### src/pkg/cpu_core_pkg.sv
// Shared constants and types for the CPU architectural state block.
// Assumes one clock domain; all users refer to items as cpu_core_pkg::name.
package cpu_core_pkg;

    ////////////////////////////////////////////////////////////////////////////
    // Widths
    localparam int unsigned WORD_W = 16;
    localparam int unsigned BYTE_W = 8;
    localparam int unsigned IDX_W = 3;

    ////////////////////////////////////////////////////////////////////////////
    // Address map of the 64-Kbyte space
    localparam logic [15:0] ADDR_IO_LAST = 16'h007f;
    localparam logic [15:0] ADDR_PROG_FIRST = 16'h8000;
    localparam logic [15:0] ADDR_VECTOR_FIRST = 16'hffc0;

    ////////////////////////////////////////////////////////////////////////////
    // Register bank placement
    localparam logic [15:0] GPR_BASE = 16'h0100;
    localparam int unsigned BANK_LSB = 8;
    localparam int unsigned BANK_W = 5;
    localparam int unsigned BANK_SHIFT = 3;

    ////////////////////////////////////////////////////////////////////////////
    // Reset values
    localparam logic [15:0] PC_RESET = 16'h0000;
    localparam logic [15:0] SP_RESET = 16'h0000;
    localparam logic [15:0] PS_RESET = 16'h0030;

    ////////////////////////////////////////////////////////////////////////////
    // Types
    typedef enum logic [2:0] {
        SEL_PC = 3'h0,
        SEL_ACC = 3'h1,
        SEL_TMP = 3'h2,
        SEL_INDEX = 3'h3,
        SEL_EXTRA = 3'h4,
        SEL_STACK = 3'h5,
        SEL_PSW = 3'h6
    } reg_sel_t;

    typedef enum logic [2:0] {
        OP_ADD = 3'h0,
        OP_ADDC = 3'h1,
        OP_SUB = 3'h2,
        OP_SUBC = 3'h3,
        OP_CMP = 3'h4,
        OP_SHL = 3'h5,
        OP_SHR = 3'h6,
        OP_PASS = 3'h7
    } alu_op_t;

    typedef enum logic [1:0] {
        REGION_IO = 2'h0,
        REGION_DATA = 2'h1,
        REGION_PROGRAM = 2'h2,
        REGION_VECTOR = 2'h3
    } region_t;

    // Layout of the condition code byte, bit 7 down to bit 0
    typedef struct packed {
        logic h;
        logic i;
        logic interrupt_level_high_bit;
        logic interrupt_level_low_bit;
        logic n;
        logic z;
        logic v;
        logic c;
    } ccr_t;

    typedef struct packed {
        logic [7:0] bank_pointer;
        ccr_t condition_code_byte;
    } psw_t;

    typedef struct packed {
        logic [15:0] program_counter;
        logic [15:0] acc;
        logic [15:0] tmp;
        logic [15:0] index_register;
        logic [15:0] extra_pointer;
        logic [15:0] stack_pointer;
        psw_t program_status_word;
    } core_regs_t;

    typedef struct packed {
        core_regs_t regs;
        logic [15:0] bank_base;
        region_t region;
    } core_state_t;

endpackage

### src/alu_flags.sv
// Byte ALU: result and condition code update for one 8-bit operation.
// Assumes the caller registers the result; purely combinational.
`timescale 1ns/1ps
module alu_flags (
    // Operands
    input wire logic [7:0] i_a,
    input wire logic [7:0] i_b,
    input wire cpu_core_pkg::alu_op_t i_op,
    input wire cpu_core_pkg::ccr_t i_ccr,
    // Answer
    output logic [7:0] o_result,
    output logic o_write,
    output cpu_core_pkg::ccr_t o_ccr
);
    logic [8:0] wide;
    logic [4:0] nib;
    logic cin;
    logic is_sub;

    always_comb begin
        o_ccr = i_ccr;
        o_write = 1'b1;
        cin = 1'b0;
        is_sub = 1'b0;
        wide = 9'h000;
        nib = 5'h00;
        unique case (i_op)
            cpu_core_pkg::OP_ADD, cpu_core_pkg::OP_ADDC: begin
                cin = (i_op == cpu_core_pkg::OP_ADDC) ? i_ccr.c : 1'b0;
                wide = {1'b0, i_a} + {1'b0, i_b} + {8'h00, cin};
                nib = {1'b0, i_a[3:0]} + {1'b0, i_b[3:0]} + {4'h0, cin};
            end
            cpu_core_pkg::OP_SUB, cpu_core_pkg::OP_SUBC, cpu_core_pkg::OP_CMP: begin
                is_sub = 1'b1;
                cin = (i_op == cpu_core_pkg::OP_SUBC) ? i_ccr.c : 1'b0;
                wide = {1'b0, i_a} - {1'b0, i_b} - {8'h00, cin};
                nib = {1'b0, i_a[3:0]} - {1'b0, i_b[3:0]} - {4'h0, cin};
                o_write = (i_op != cpu_core_pkg::OP_CMP);
            end
            cpu_core_pkg::OP_SHL: begin
                wide = {i_a, i_ccr.c};
            end
            cpu_core_pkg::OP_SHR: begin
                wide = {i_a[0], i_ccr.c, i_a[7:1]};
            end
            cpu_core_pkg::OP_PASS: begin
                wide = {1'b0, i_a};
            end
        endcase
        o_result = wide[7:0];
        o_ccr.n = wide[7];
        o_ccr.z = (wide[7:0] == 8'h00);
        unique case (i_op)
            cpu_core_pkg::OP_SHL, cpu_core_pkg::OP_SHR: begin
                o_ccr.c = wide[8];
                o_ccr.v = 1'b0;
            end
            cpu_core_pkg::OP_PASS: begin
                o_ccr.v = 1'b0;
            end
            default: begin
                // Borrow shows as the ninth and fifth bit of the difference
                o_ccr.h = nib[4];
                o_ccr.c = wide[8];
                if (is_sub) begin
                    o_ccr.v = (i_a[7] != i_b[7]) && (wide[7] != i_a[7]);
                end else begin
                    o_ccr.v = (i_a[7] == i_b[7]) && (wide[7] != i_a[7]);
                end
            end
        endcase
    end
endmodule

### src/cpu_status_flags_and_register_banks.sv
// CPU architectural state: dedicated 16-bit registers, status word,
// byte ALU flag update, interrupt gate, address map and bank addressing.
// Assumes a sequencer on the same clock drives all inputs.
`timescale 1ns/1ps
module cpu_status_flags_and_register_banks (
    // Clock and reset
    input wire logic i_clk,
    input wire logic i_rst,
    // Register write port
    input wire logic i_wr_en,
    input wire cpu_core_pkg::reg_sel_t i_wr_sel,
    input wire logic [15:0] i_wr_data,
    // Byte ALU request
    input wire logic i_alu_en,
    input wire cpu_core_pkg::alu_op_t i_alu_op,
    // Interrupt request
    input wire logic i_irq_req,
    input wire logic [1:0] i_irq_level,
    // Address classification and register bank lookup
    input wire logic [15:0] i_addr,
    input wire logic [2:0] i_gpr_idx,
    // Architectural state
    output cpu_core_pkg::core_regs_t o_regs,
    output cpu_core_pkg::region_t o_region,
    output logic [15:0] o_bank_base,
    output logic [15:0] o_gpr_addr,
    // Interrupt answer
    output logic o_irq_accept
);

    ////////////////////////////////////////////////////////////////////////////
    // State

    cpu_core_pkg::core_state_t state;
    cpu_core_pkg::core_state_t next_state;

    logic [7:0] alu_result;
    logic alu_write;
    cpu_core_pkg::ccr_t alu_ccr;
    cpu_core_pkg::ccr_t cur_ccr;

    assign cur_ccr = state.regs.program_status_word.condition_code_byte;

    ////////////////////////////////////////////////////////////////////////////
    // Byte ALU on the low bytes of accumulator and temporary

    alu_flags u_alu (
        .i_a(state.regs.acc[7:0]),
        .i_b(state.regs.tmp[7:0]),
        .i_op(i_alu_op),
        .i_ccr(cur_ccr),
        .o_result(alu_result),
        .o_write(alu_write),
        .o_ccr(alu_ccr)
    );

    ////////////////////////////////////////////////////////////////////////////
    // Bank base from a status word value

    function automatic logic [15:0] bank_base_of(input cpu_core_pkg::psw_t psw);
        logic [cpu_core_pkg::BANK_W-1:0] bank;
        bank = psw.bank_pointer[cpu_core_pkg::BANK_W-1:0];
        bank_base_of = cpu_core_pkg::GPR_BASE
            + {8'h00, bank, 3'h0};
    endfunction

    ////////////////////////////////////////////////////////////////////////////
    // Next state

    always_comb begin
        next_state = state;
        // A register write takes precedence; a same-cycle ALU request is dropped
        if (i_wr_en) begin
            unique case (i_wr_sel)
                cpu_core_pkg::SEL_PC: next_state.regs.program_counter = i_wr_data;
                cpu_core_pkg::SEL_ACC: next_state.regs.acc = i_wr_data;
                cpu_core_pkg::SEL_TMP: next_state.regs.tmp = i_wr_data;
                cpu_core_pkg::SEL_INDEX: next_state.regs.index_register = i_wr_data;
                cpu_core_pkg::SEL_EXTRA: next_state.regs.extra_pointer = i_wr_data;
                cpu_core_pkg::SEL_STACK: next_state.regs.stack_pointer = i_wr_data;
                cpu_core_pkg::SEL_PSW: next_state.regs.program_status_word = i_wr_data;
                default: next_state.regs = state.regs;
            endcase
        end else if (i_alu_en) begin
            // High byte of the accumulator is left alone
            if (alu_write) begin
                next_state.regs.acc[7:0] = alu_result;
            end
            next_state.regs.program_status_word.condition_code_byte = alu_ccr;
        end
        next_state.bank_base = bank_base_of(next_state.regs.program_status_word);
        // Address map, lowest to highest
        if (i_addr <= cpu_core_pkg::ADDR_IO_LAST) begin
            next_state.region = cpu_core_pkg::REGION_IO;
        end else if (i_addr < cpu_core_pkg::ADDR_PROG_FIRST) begin
            next_state.region = cpu_core_pkg::REGION_DATA;
        end else if (i_addr < cpu_core_pkg::ADDR_VECTOR_FIRST) begin
            next_state.region = cpu_core_pkg::REGION_PROGRAM;
        end else begin
            next_state.region = cpu_core_pkg::REGION_VECTOR;
        end
    end

    ////////////////////////////////////////////////////////////////////////////
    // Registers

    always_ff @(posedge i_clk) begin
        if (i_rst) begin
            state.regs.program_counter <= cpu_core_pkg::PC_RESET;
            state.regs.acc <= 16'h0000;
            state.regs.tmp <= 16'h0000;
            state.regs.index_register <= 16'h0000;
            state.regs.extra_pointer <= 16'h0000;
            state.regs.stack_pointer <= cpu_core_pkg::SP_RESET;
            state.regs.program_status_word <= cpu_core_pkg::PS_RESET;
            state.bank_base <= cpu_core_pkg::GPR_BASE;
            state.region <= cpu_core_pkg::REGION_IO;
        end else begin
            state <= next_state;
        end
    end

    ////////////////////////////////////////////////////////////////////////////
    // Outputs

    assign o_regs = state.regs;
    assign o_region = state.region;
    assign o_bank_base = state.bank_base;
    // Index is live; the base behind it comes from a flop
    assign o_gpr_addr = state.bank_base + {13'h0000, i_gpr_idx};

    // Smaller level number ranks higher; level 3 is never above anything
    assign o_irq_accept = i_irq_req && cur_ccr.i
        && (i_irq_level < {cur_ccr.interrupt_level_high_bit,
                           cur_ccr.interrupt_level_low_bit});

endmodule

### config.mk
export PLATFORM = sky130hd
export DESIGN_NAME = cpu_status_flags_and_register_banks
export DESIGN_NICKNAME = d
export VERILOG_FILES = /design/src/pkg/cpu_core_pkg.sv /design/src/alu_flags.sv /design/src/cpu_status_flags_and_register_banks.sv
export SDC_FILE = /design/constraint.sdc
export NUM_CORES = 1
export LEC_CHECK = 0
export BUFFER_PORTS_ARGS = -buffer_cell sky130_fd_sc_hd__buf_2
export CAP_MARGIN = 10
export CORE_MARGIN = 4
export CORE_UTILIZATION = 45
export DETAILED_ROUTE_END_ITERATION = 12
export HOLD_SLACK_MARGIN = 0.15
export PLACE_DENSITY = 0.84
export SETUP_SLACK_MARGIN = 0.2
export SLEW_MARGIN = 20
export SYNTH_ARGS = -nofsm -noshare
export SYNTH_HDL_FRONTEND = slang
export SYNTH_HIERARCHICAL = 1
export SYNTH_SLANG_ARGS = --single-unit
export TNS_END_PERCENT = 5
### constraint.sdc
create_clock -name i_clk -period 4.1 [get_ports i_clk]
set_input_delay 0.205 -clock i_clk [delete_from_list [all_inputs] [get_ports i_clk]]
set_output_delay 0.205 -clock i_clk [all_outputs]
set_load 0.005 [all_outputs]
### Word level (Yosys, flattened, before mapping)

Index checks and enable logic that the tools add are counted.

| word-level totals | value |
|---|---|
| word-level logic and storage cells | 100 |
| input bits | 48 |
| register bits after elaboration | 130 |
| output and inout bits | 147 |

| cells by class | value |
|---|---|
| multiplexer cells | 20 |
| equality and inequality tests | 21 |
| $add $sub $neg | 10 |
| $lt $le $gt $ge | 4 |
| reduce and logical (&&, ||, !) cells | 25 |

Operator list:

| cell | count |
|---|---|
| $mux W8 | 6 |
| $pmux W9 S5 | 1 |
| $lt A16 B16 Y1 const B | 2 |
| $eq A3 B3 Y1 const B | 7 |
| $add A16 B3 Y16 | 1 |
| $le A16 B7 Y1 const B | 1 |
| $reduce_and A2 Y1 | 8 |
| $mux W13 | 1 |
| $eq A3 B2 Y1 const B | 4 |
| $add A9 B8 Y10 const A | 1 |
| $mux W1 | 10 |
| $pmux W5 S2 | 1 |
| $add A8 B8 Y9 | 1 |
| $add A9 B1 Y9 | 1 |
| $reduce_and A3 Y1 | 3 |
| $reduce_or A3 Y1 | 3 |
| $sub A8 B8 Y9 | 1 |
| $sub A9 B1 Y9 | 1 |
| $logic_not A8 Y1 | 1 |
| $eq A3 B1 Y1 const B | 2 |
| $logic_not A3 Y1 | 2 |
| $ne A2 B1 Y1 const B | 3 |
| $add A4 B4 Y5 | 1 |
| $add A5 B1 Y5 | 1 |
| other kinds (11) | 17 |

### Depth between registers and ports, before layout

Gate-level depths: netlist of run 1.

| depth | value |
|---|---|
| depth after elaboration | 10 |
| mapped depth | 16 |
| mapped depth without buffers | 14 |

### Cells and area by module

Netlist of run 1, hierarchy kept.

By module, submodules not included:

| module | sequential area each (sq um) | area an instance (sq um) | instances | cells an instance |
|---|---|---|---|---|
| cpu_status_flags_and_register_banks | 2282.2 | 4600.7 | 1 | 558 |
| alu_flags | 0.0 | 1410.1 | 1 | 195 |

### Worst setup path before layout of run 1

No wires, ideal clock.

| timing | value |
|---|---|
| kind | in2reg |
| start point | input i_alu_op[0] |
| end point | register state, in the netlist o_regs[2] |
| path slack | 0.323 ns |
| stages | 15 |
| arrival | 3.718 ns |
| setup time | 0.058 ns |
| cells stage by stage | buf_1 clkbuf_1 and3_1 nand2b_1 fa_1 fa_1 nand2b_1 a2111oi_0 or3_1 a21boi_0 o32a_1 nor4_2 inv_1 a21oi_1 o221a_2 |

RTL lines:

| what | RTL line | source |
|---|---|---|
| start: declaration | cpu_status_flags_and_register_banks.sv:15 | `input wire cpu_core_pkg::alu_op_t i_alu_op,` |
| end signal: assignment | cpu_status_flags_and_register_banks.sv:119 | `state <= next_state;` |
| end: declaration | cpu_status_flags_and_register_banks.sv:34 | `cpu_core_pkg::core_state_t state;` |

==> metrics.md, run 1 <==
| Metric | Value |
|---|---|
| Post-CTS sizing | 0 |
| Initial Util | 0.469 |
| Hold Crit Endpoint | o_region[1]$_SDFF_PP0_ |
| Finished Layout Cells | 1075 |
| Core area | 12800 µm² |
| Sequential cell area | 2280 µm² |
| Root Buffer | clkbuf_16 |
| Leak | ~3.3 nW |
| Total power | 0.00311 W |
| Latest clock arrival within the worst-skew pair | 0.41 ns |
| Max Cap Viol | 0 |
| Worst path depth | 14 |
| Arrival @ worst endpoint | around 4 ns |
| Post-synth EDFFs | 0 |
| CP Launch Type | flip-flop |
| Clock Sinks | roughly 110 |
| Setup violators final | 0 |
| Status | finished clean |
| Tmin final | 3.64 ns |
| FILL cells | 1159 |
| DP Wirelength | 12.4 mm |
| Reg2reg path depth | 14 |
| Slew at the pin closest to its max-slew limit | 0.987 ns |
| Top Family by Delay on Critical Path | compound AO/OA/AOI/OAI gates |
| Worst hold stages | 2 |
| Seq/Total Area, Yosys | 0.380 |
| Peak supply drop | 0.364 mV |
| Commonest non-fill, non-tap cells in the layout | 202 x nand2_1, 162 x buf_2, 114 x dfxtp_1 |
| DRT iter0 DRCs | 484 |
| Final hold viol count | 0 |
| Post-Syn Area | 6010 µm² |
| GP Congestion | 0.934 |
| Global Route met3 Usage | 0.0540 |
| Placed Cells incl. Taps | 1022 |
| Rows | 41 |
| Crit Path Max Fanout | 6 |
| # DRC | 0 |
| GRT overflow | 0 |
| Area of the multi-input gates | 3130 µm² |
| Met2 Track Usage GR | 0.354 |
| Pre-Repair DR Iteration Count | 6 |
| Num CTS Buffers | 17 |
| Reg2reg start | o_regs[0]$_SDFFE_PP0P_ |
| Port Buffers | 163 |
| Post-CTS setup buffer count | 0 |
| Wirelength per Cell | 17.0 µm |
| Post-layout net count | approximately 960 |
| Critical path class | reg -> reg |
| Die Width | 124 µm |
| Layout area overhead | 23.8% |
| Die height | between 100 and 150 µm |
| Mapped Cells | between 700 and 800 |
| Async SR Flop Fraction | 0 |
| Data required time at the worst endpoint | 4.45 ns |
| Worst-case clock buffer depth | 2 |
| CP max stage cell | a2111oi_0 |
| Post-Place Cell Area | 6620 µm² |
| RSZ-0062 raised after global routing | no |
| IO Pins | 195 |
| Met1 usage | 0.302 |
| Max Fclk | 275 MHz |
| Util after Layout | 0.580 |
| CTS tree | built |
| First-pass GRT wire length | 27.5 mm |
| FF-to-FF End | o_regs[2]$_SDFFE_PP0P_ |
| Final Max Tran Viols | 0 |
| Via count | 5741 |
| Final critical-path share of the clock period | 0.888 |
| Leading area contributor after synthesis | dfxtp_1 |
| Buffers plus inverters on the worst setup path | 2 |
| Worst-path clk slew | 0.05 ns |
| GRT Overall Usage | 0.233 |
| Total wire length | approximately 18 mm |
| Power per cell area | between 400 and 500 nW/µm² |
| Top Usage Layer GRT | met2 |
| Post-synth top flop | dfxtp_1 |
| R2R Setup Slk | 0.46 ns |
| Initial antenna violation count | 0 |
| Die ar. | ~15000 µm² |
| Vias in the first global route | 5234 |
| Layout cell share with drive strength beyond 1 | 0.248 |
| Slew margin rel. | 0.339 |
| Worst Hold Class | in -> reg |
| Clock Skew | 0.00386 ns |
| Delay of the slowest critical-path stage | 0.49 ns |
| Sum of negative setup slack | 0 ns |
| Critical-path cell list | and3_1, nand2b_1, fa_1, fa_1, nand2b_1, a2111oi_0, buf_4, or3_1, a21boi_0, o32a_1, nor4_2, inv_1, a21oi_1, o221a_2 |
| Synth warn | 6 |
| Crit. End Element | flip-flop |
| Average size of a mapped cell | 7.98 µm² |
| Distinct cells, synth | a little under 70 |
| Post-DR vias/cell | 5.34 |
| DRT antenna net count | 0 |
| Hold_sp | i_rst |
| Yosys reg bits | around 110 |
| Commonest non-fill, non-tap cell in the layout | nand2_1 |
| Largest net degree at the start of global routing | 63 |
| Design area | 7440 µm² |
| Yosys top cell area share | 0.380 |
| H-tree depth | 4 |
| Dominant cells by area after synthesis | dfxtp_1 38%, nand2_1 13%, a21oi_1 9.4% |
==> sequential cells by signal, indices dropped and copies added (netlist names) <==
name	flops
o_regs	112
o_region	2
==> synth_stat cells, drive strengths merged (3+ instances only) <==
library cell and instances:
a21oi 113, nand3 3, a21o 4, xnor2 8, nand2 202, buf 60, a21boi 6, o21a 4
nand4b 3, a211oi 10, and4b 4, o22ai 7, or3 3, clkbuf 28, a31oi 3, o21ai 12
nor4 3, inv 36, nor2b 6, mux2i 17, nor3 11, o221a 6, or2 4, ha 22
o31ai 3, nand2b 6, nand4bb 3, nor2 13, fa 4, dfxtp 114
==> power by group <==
part | switching [W] | internal [W]
sequential | 0.0000335 | 0.00114
clock | 0.000500 | 0.00101
combinational | 0.000243 | 0.000172
==> layout make-up <==
cell class / count / share of cell area
Clock buffer: 22 / 0.0651
Timing Repair Buffer: 188 / 0.142
Multi-Input combinational cell: 532 / 0.421
Clock inverter: 10 / 0.0175
Sequential cell: 114 / 0.307
Tap cell: 172 / 0.0289
Antenna cell: 1 / 0.000336
Inverter: 36 / 0.0182
==> what timing repair did <==
action / 4_1_cts / 5_1_grt
endpoints found under the setup margin: 0 / 0
endpoints found under the hold margin: 80 / 0
hold buffers: 20 / 0
==> through the flow <==
| step | hold WS [ns] | setup slack (ns) |
|---|---|---|
| finish | 0.311 | 0.458 |
| global route | 0.315 | 0.301 |
| CTS | 0.288 | 0.567 |
| detailed placement | 0.410 | 0.489 |
| global placement | 0.410 | 0.524 |
| floorplan | 0.333 | 0.323 |
==> worst register-to-register path, delay by kind of cell, from the launching register on <==
kind                       cells  cell delay [ns]
AOI/OAI and AO/OA              5             1.18
adders and majority gates      2             0.83
buffers and inverters          2             0.26
DFF                            1             0.45
and+or+nand+nor                5             0.89
==> logic make-up (layout without fill, tap and decap cells) <==
kind of cell,after synthesis,count (layout),synth area share
buffers and inverters,124,256,0.111
muxes,17,17,0.0283
xor gates and xnor gates,9,9,0.0131
DFF,114,114,0.380
AOI/OAI and AO/OA,189,189,0.201
and+or+nand+nor,272,272,0.207
other,2,20,0.00125
adders and majority gates,26,26,0.0591
==> routing by layer <==
layer	up-vias	routed length, µm
met1	2631	7500
met4	0	876
met3	71	1470
li1	2774	-
met2	265	8430
met5	-	0
==> worst max-delay path by stage <==
stage                                 from                     end  slack [ns]
floorplan                      i_alu_op[0]  o_regs[2]$_SDFFE_PP0P_        0.32
global placement               i_alu_op[1]  o_regs[2]$_SDFFE_PP0P_        0.52
detailed placement             i_alu_op[1]  o_regs[2]$_SDFFE_PP0P_        0.49
CTS                 o_regs[0]$_SDFFE_PP0P_  o_regs[2]$_SDFFE_PP0P_        0.57
global route        o_regs[0]$_SDFFE_PP0P_  o_regs[2]$_SDFFE_PP0P_        0.30
finish              o_regs[0]$_SDFFE_PP0P_  o_regs[2]$_SDFFE_PP0P_        0.46
Power figures use the tool's default switching activity.
==> run 2: changes to the inputs <==
CTS_BUF_LIST = sky130_fd_sc_hd__clkbuf_8   (was not set)
==> metrics.md, run 2 (synthesis gave the netlist of run 1 again) <==
| Metric | Value |
|---|---|
| # DRC | 0 (unchanged) |
| IO Pins | 195 (unchanged) |
| Power per cell area | 372 nW/µm² (-11%) |
| Die ar. | 15300 µm² (unchanged) |
| Top Usage Layer GRT | met2 |
| Met2 Track Usage GR | 0.345 (-0.00917) |
| Die Width | 124 µm (unchanged) |
| Initial antenna violation count | 0 (unchanged) |
| Clock Sinks | 114 (unchanged) |
| GRT Overall Usage | 0.227 (-0.00554) |
| Worst-case clock buffer depth | 2 (unchanged) |
| Max Cap Viol | 0 (unchanged) |
| DRT antenna net count | 0 (unchanged) |
| Worst Hold Class | in -> reg |
| Pre-Repair DR Iteration Count | 5 (-1) |
| Worst-path clk slew | 0.06 ns (about the same) |
| Post-DR vias/cell | 5.40 (+1.1%) |
| Root Buffer | clkbuf_8 |
| DRT iter0 DRCs | 502 (+3.7%) |
| Antenna Diode Count | 0 (-1) |
| Sum of negative setup slack | 0 ns (unchanged) |
| Core area | 12800 µm² (unchanged) |
| GRT overflow | 0 (unchanged) |
| Crit. End Element | flip-flop |
| H-tree depth | 4 (unchanged) |
| Largest net degree at the start of global routing | 63 (unchanged) |
| Commonest non-fill, non-tap cell in the layout | nand2_1 |
| CTS tree | built |
| Layout cell share with drive strength beyond 1 | 0.248 (unchanged) |
| Critical path class | reg -> reg |
| Post-CTS sizing | 0 (unchanged) |
| Num CTS Buffers | 17 (unchanged) |
| Vias in the first global route | 5112 (-2.3%) |
| Slew margin rel. | 0.378 (+0.0388) |
| Global Route met3 Usage | 0.0563 (+0.00227) |
| Via count | 5797 (+0.98%) |
| CP Launch Type | flip-flop |
| Placed Cells incl. Taps | 1022 (unchanged) |
| First-pass GRT wire length | 26.8 mm (-2.2%) |
| Status | finished clean |
| Rows | 41 (unchanged) |
| Finished Layout Cells | 1074 (-0.093%) |
| Clock Skew | 0.00392 ns (+0.0000646 ns) |
| Post-layout net count | 963 (unchanged) |
| Final Max Tran Viols | 0 (unchanged) |
| Crit Path Max Fanout | 6 (unchanged) |
| Total wire length | 17.9 mm (-2.1%) |
| Die height | 124 µm (unchanged) |
| Tmin final | 3.56 ns (-0.0785 ns) |
| Data required time at the worst endpoint | 4.47 ns (+0.02 ns) |
| Commonest non-fill, non-tap cells in the layout | 202 x nand2_1, 162 x buf_2, 114 x dfxtp_1 |
| R2R Setup Slk | 0.54 ns (+0.08 ns) |
| Setup violators final | 0 (unchanged) |
| Peak supply drop | 0.271 mV (-26%) |
| Initial Util | 0.469 (unchanged) |
| Wirelength per Cell | 16.7 µm (-2.0%) |
| DP Wirelength | 12.4 mm (unchanged) |
| GP Congestion | 0.934 (unchanged) |
| Final hold viol count | 0 (unchanged) |
| Arrival @ worst endpoint | 3.94 ns (-0.05 ns) |
| Met1 usage | 0.303 (+0.00103) |
| Largest register FFs | 112 (unchanged) |
| Layout area overhead | 20.5% |
| Final critical-path share of the clock period | 0.869 (-0.0191) |
| Max Fclk | 281 MHz (+2.2%) |
| Leak | 3.19 nW (-2.5%) |
| RSZ-0062 raised after global routing | no |
| Latest clock arrival within the worst-skew pair | 0.43 ns (+0.02 ns) |
| Port Buffers | 163 (unchanged) |
| Slew at the pin closest to its max-slew limit | 0.929 ns (-0.0580 ns) |
run 2: cell count changes in the layout (fill, tap and decap cells not counted):
cell / change
inv_1: +1
clkbuf_1: -1
diode_2: -1
clkbuf_8: +17
clkbuf_16: -17
run 2: where the power goes:
group          internal [W]  switching, W  total [W]
clock              0.000658      0.000450    0.00111
combinational      0.000172      0.000242   0.000414
sequential          0.00114     0.0000332    0.00117
total               0.00197      0.000726    0.00270
run 2: stage by stage:
step,hold slack [ns],setup WS [ns],utilization,power [W],instance area (µm²)
after global placement,0.410,0.524,0.516,0.00158,6620
after detailed placement,0.410,0.489,0.516,0.00159,6620
after floorplan,0.333,0.323,-,0.00148,6070
after global routing,0.278,0.295,0.565,0.00280,7240
final,0.292,0.536,0.565,0.00270,7240
after CTS,0.254,0.564,0.565,0.00270,7240
run 2: per-layer routing:
layer / up-vias / routed length, µm
li1: 2779 / -
met1: 2689 / 7440
met2: 276 / 8220
met3: 53 / 1490
met5: - / 0
met4: 0 / 743
run 2: final timing paths:
path / startpoint / end / depth (start not counted)
setup / recovery: o_regs[0]$_SDFFE_PP0P_ / o_regs[2]$_SDFFE_PP0P_ / 14
hold / removal: i_rst / o_regs[69]$_SDFFE_PP0P_ / 2
setup reg to reg: o_regs[0]$_SDFFE_PP0P_ / o_regs[2]$_SDFFE_PP0P_ / 14
hold reg to reg: o_regs[49]$_SDFFE_PP0P_ / o_regs[49]$_SDFFE_PP0P_ / 2
run 2: worst max-delay path, cell delays in order, from the launching register on:
cell	delay, ns
dfxtp_1	0.44
and3_1	0.24
nand2b_1	0.08
fa_1	0.41
fa_1	0.42
nand2b_1	0.20
a2111oi_0	0.45
buf_4	0.19
or3_1	0.09
a21boi_0	0.07
o32a_1	0.32
nor4_2	0.24
inv_1	0.06
a21oi_1	0.12
o221a_2	0.18
run 2: layout make-up:
type / count / area, µm²
flip-flops and latches: 114 / 2280
multi-input cells: 532 / 3130
well taps: 172 / 215
inverters: 36 / 135
clock buffers: 21 / 289
fillers: 1187 / 5580
clock inverters: 11 / 134
repair buffers: 188 / 1060
run 2: timing repair:
action	in CTS	in global routing
buffers inserted	0	0
hold buffers	20	0
endpoints found under the hold margin	98	0
==> run 3: changes to the inputs <==
BUFFER_PORTS_ARGS = -buffer_cell sky130_fd_sc_hd__clkbuf_2   (was -buffer_cell sky130_fd_sc_hd__buf_2)
==> metrics.md, run 3 (synthesis gave the netlist of run 1 again) <==
| Metric | Value |
|---|---|
| Post-DR vias/cell | 5.32 (-1.4%) |
| Wirelength per Cell | 16.6 µm (-0.32%) |
| Worst Hold Class | in -> reg |
| Post-layout net count | 963 (unchanged) |
| Antenna Diode Count | 0 (unchanged) |
| Setup violators final | 0 (unchanged) |
| Num CTS Buffers | 17 (unchanged) |
| Crit. End Element | flip-flop |
| Util after Layout | 0.558 (-0.00673) |
| Layout cell share with drive strength beyond 1 | 0.250 (+0.00166) |
| GRT Overall Usage | 0.229 (+0.00140) |
| Leak | 3.06 nW (-4.2%) |
| Crit Path Max Fanout | 3 (-3) |
| Power per cell area | 351 nW/µm² (-5.8%) |
| IO Pins | 195 (unchanged) |
| Tmin final | 3.42 ns (-0.144 ns) |
| Sequential Power Share | 0.468 (+0.032) |
| Latest clock arrival within the worst-skew pair | 0.42 ns (about the same) |
| CP Launch Type | flip-flop |
| Net Sw Frac | 0.287 (+0.0176) |
| Core area | 12800 µm² (unchanged) |
| Max Cap Viol | 0 (unchanged) |
| R2R Setup Slk | 0.68 ns (+0.14 ns) |
| Pre-Repair DR Iteration Count | 6 (+1) |
| Arrival @ worst endpoint | 3.79 ns (-0.15 ns) |
| DP Wirelength | 12.6 mm (+1.3%) |
| Vias in the first global route | 5307 (+3.8%) |
| Root Buffer | clkbuf_8 |
| GP Congestion | 0.878 (-6.0%) |
| Initial antenna violation count | 0 (unchanged) |
| RSZ-0062 raised after global routing | no |
| First-pass GRT wire length | 27.4 mm (+2.2%) |
| Internal power | 0.00179 W (-9.1%) |
| CTS tree | built |
| Layout area overhead | 19.1% |
| Commonest non-fill, non-tap cell in the layout | nand2_1 |
| Worst-case clock buffer depth | 2 (unchanged) |
| Die height | 124 µm (unchanged) |
| Total wire length | 17.8 mm (-0.50%) |
| Status | finished clean |
| H-tree depth | 4 (unchanged) |
| # DRC | 0 (unchanged) |
| Via count | 5706 (-1.6%) |
| Initial Util | 0.469 (unchanged) |
| Final Max Tran Viols | 0 (unchanged) |
| DRT antenna net count | 0 (unchanged) |
| Die Width | 124 µm (unchanged) |
| Clock Skew | 0.0107 ns (+0.00673 ns) |
| Data required time at the worst endpoint | 4.47 ns (about the same) |
| Largest net degree at the start of global routing | 69 (+9.5%) |
| P_sw | 0.000720 W (-0.81%) |
| Slew margin rel. | 0.374 (-0.00333) |
| Critical path class | reg -> reg |
| DRT iter0 DRCs | 558 (+11%) |
| Smallest hold slack | 0.177 ns (-0.115 ns) |
| FILL cells | 1201 (+1.2%) |
| Post-CTS setup buffer count | 0 (unchanged) |
| Die ar. | 15300 µm² (unchanged) |
| Slew at the pin closest to its max-slew limit | 0.934 ns (+0.00497 ns) |
| Comb power frac | 0.166 (+0.013) |
| GRT overflow | 0 (unchanged) |
| Final hold viol count | 0 (unchanged) |
| Clock Sinks | 114 (unchanged) |
| Final critical-path share of the clock period | 0.834 (-0.0351) |
| Rows | 41 (unchanged) |
| Commonest non-fill, non-tap cells in the layout | 202 x nand2_1, 162 x clkbuf_2, 114 x dfxtp_1 |
| Clk pwr share | 0.366 (-0.045) |
| Largest register FFs | 112 (unchanged) |
| Worst-path clk slew | 0.07 ns (about the same) |
| Peak supply drop | 0.238 mV (-12%) |
| Max Fclk | 292 MHz (+4.2%) |
| Port Buffers | 163 (unchanged) |
| Sum of negative setup slack | 0 ns (unchanged) |
run 3: per-stage QoR:
| stage | instance area (µm²) | setup WS (ns) | total power (W) | cells |
|---|---|---|---|---|
| 2_1_floorplan | 6070 | 0.323 | 0.00148 | 770 |
| 3_3_place_gp | 6640 | 0.612 | 0.00159 | 1024 |
| 3_5_place_dp | 6640 | 0.564 | 0.00160 | 1024 |
| 4_1_cts | 7160 | 0.688 | 0.00252 | 1072 |
| 5_1_grt | 7160 | 0.319 | 0.00262 | 1072 |
| 6_report | 7160 | 0.680 | 0.00251 | 1072 |
run 3: repair_timing:
item,4_1_cts,5_1_grt
endpoints found under the hold margin,62,0
gates resized for setup,0,0
hold buffers,18,0
run 3: layer usage:
metal	global-route usage	wire length, µm
met5	0	0
met4	0.0796	493
met3	0.0554	1180
met2	0.372	8610
met1	0.298	7510
run 3: power groups by stage:
stage	Combinational, W	Sequential, W	Clock, W
global placement	0.000389	0.00120	0
global route	0.000461	0.00118	0.000980
floorplan	0.000284	0.00119	0
detailed placement	0.000395	0.00120	0
CTS	0.000411	0.00118	0.000931
finish	0.000416	0.00118	0.000918
run 3: final timing paths:
check / startpoint / endpoint / cells after the start
setup / recovery: o_regs[0]$_SDFFE_PP0P_ / o_regs[2]$_SDFFE_PP0P_ / 14
hold / removal: i_wr_data[1] / o_regs[33]$_SDFFE_PP0P_ / 3
setup reg to reg: o_regs[0]$_SDFFE_PP0P_ / o_regs[2]$_SDFFE_PP0P_ / 14
hold reg to reg: o_regs[28]$_SDFFE_PP0P_ / o_regs[28]$_SDFFE_PP0P_ / 2
run 3: worst max-delay path, cell delays in order (launching register included):
cell	delay [ns]
dfxtp_1	0.34
and3_1	0.20
nand2b_1	0.08
fa_1	0.42
fa_1	0.42
nand2b_1	0.19
a2111oi_0	0.42
buf_4	0.19
or3_1	0.09
a21boi_0	0.08
o32a_1	0.32
nor4_2	0.24
inv_1	0.06
a21oi_1	0.14
o221a_2	0.19
run 3: layout make-up:
type                       count  area (µm²)  area share
tap                          172         215      0.0301
timing repair buffer         188        1050       0.147
clock buffer                  18         248      0.0346
sequential                   114        2280       0.319
multi-input combinational    532        3130       0.438
inverter                      36         135      0.0189
clock inverter                12        93.8      0.0131
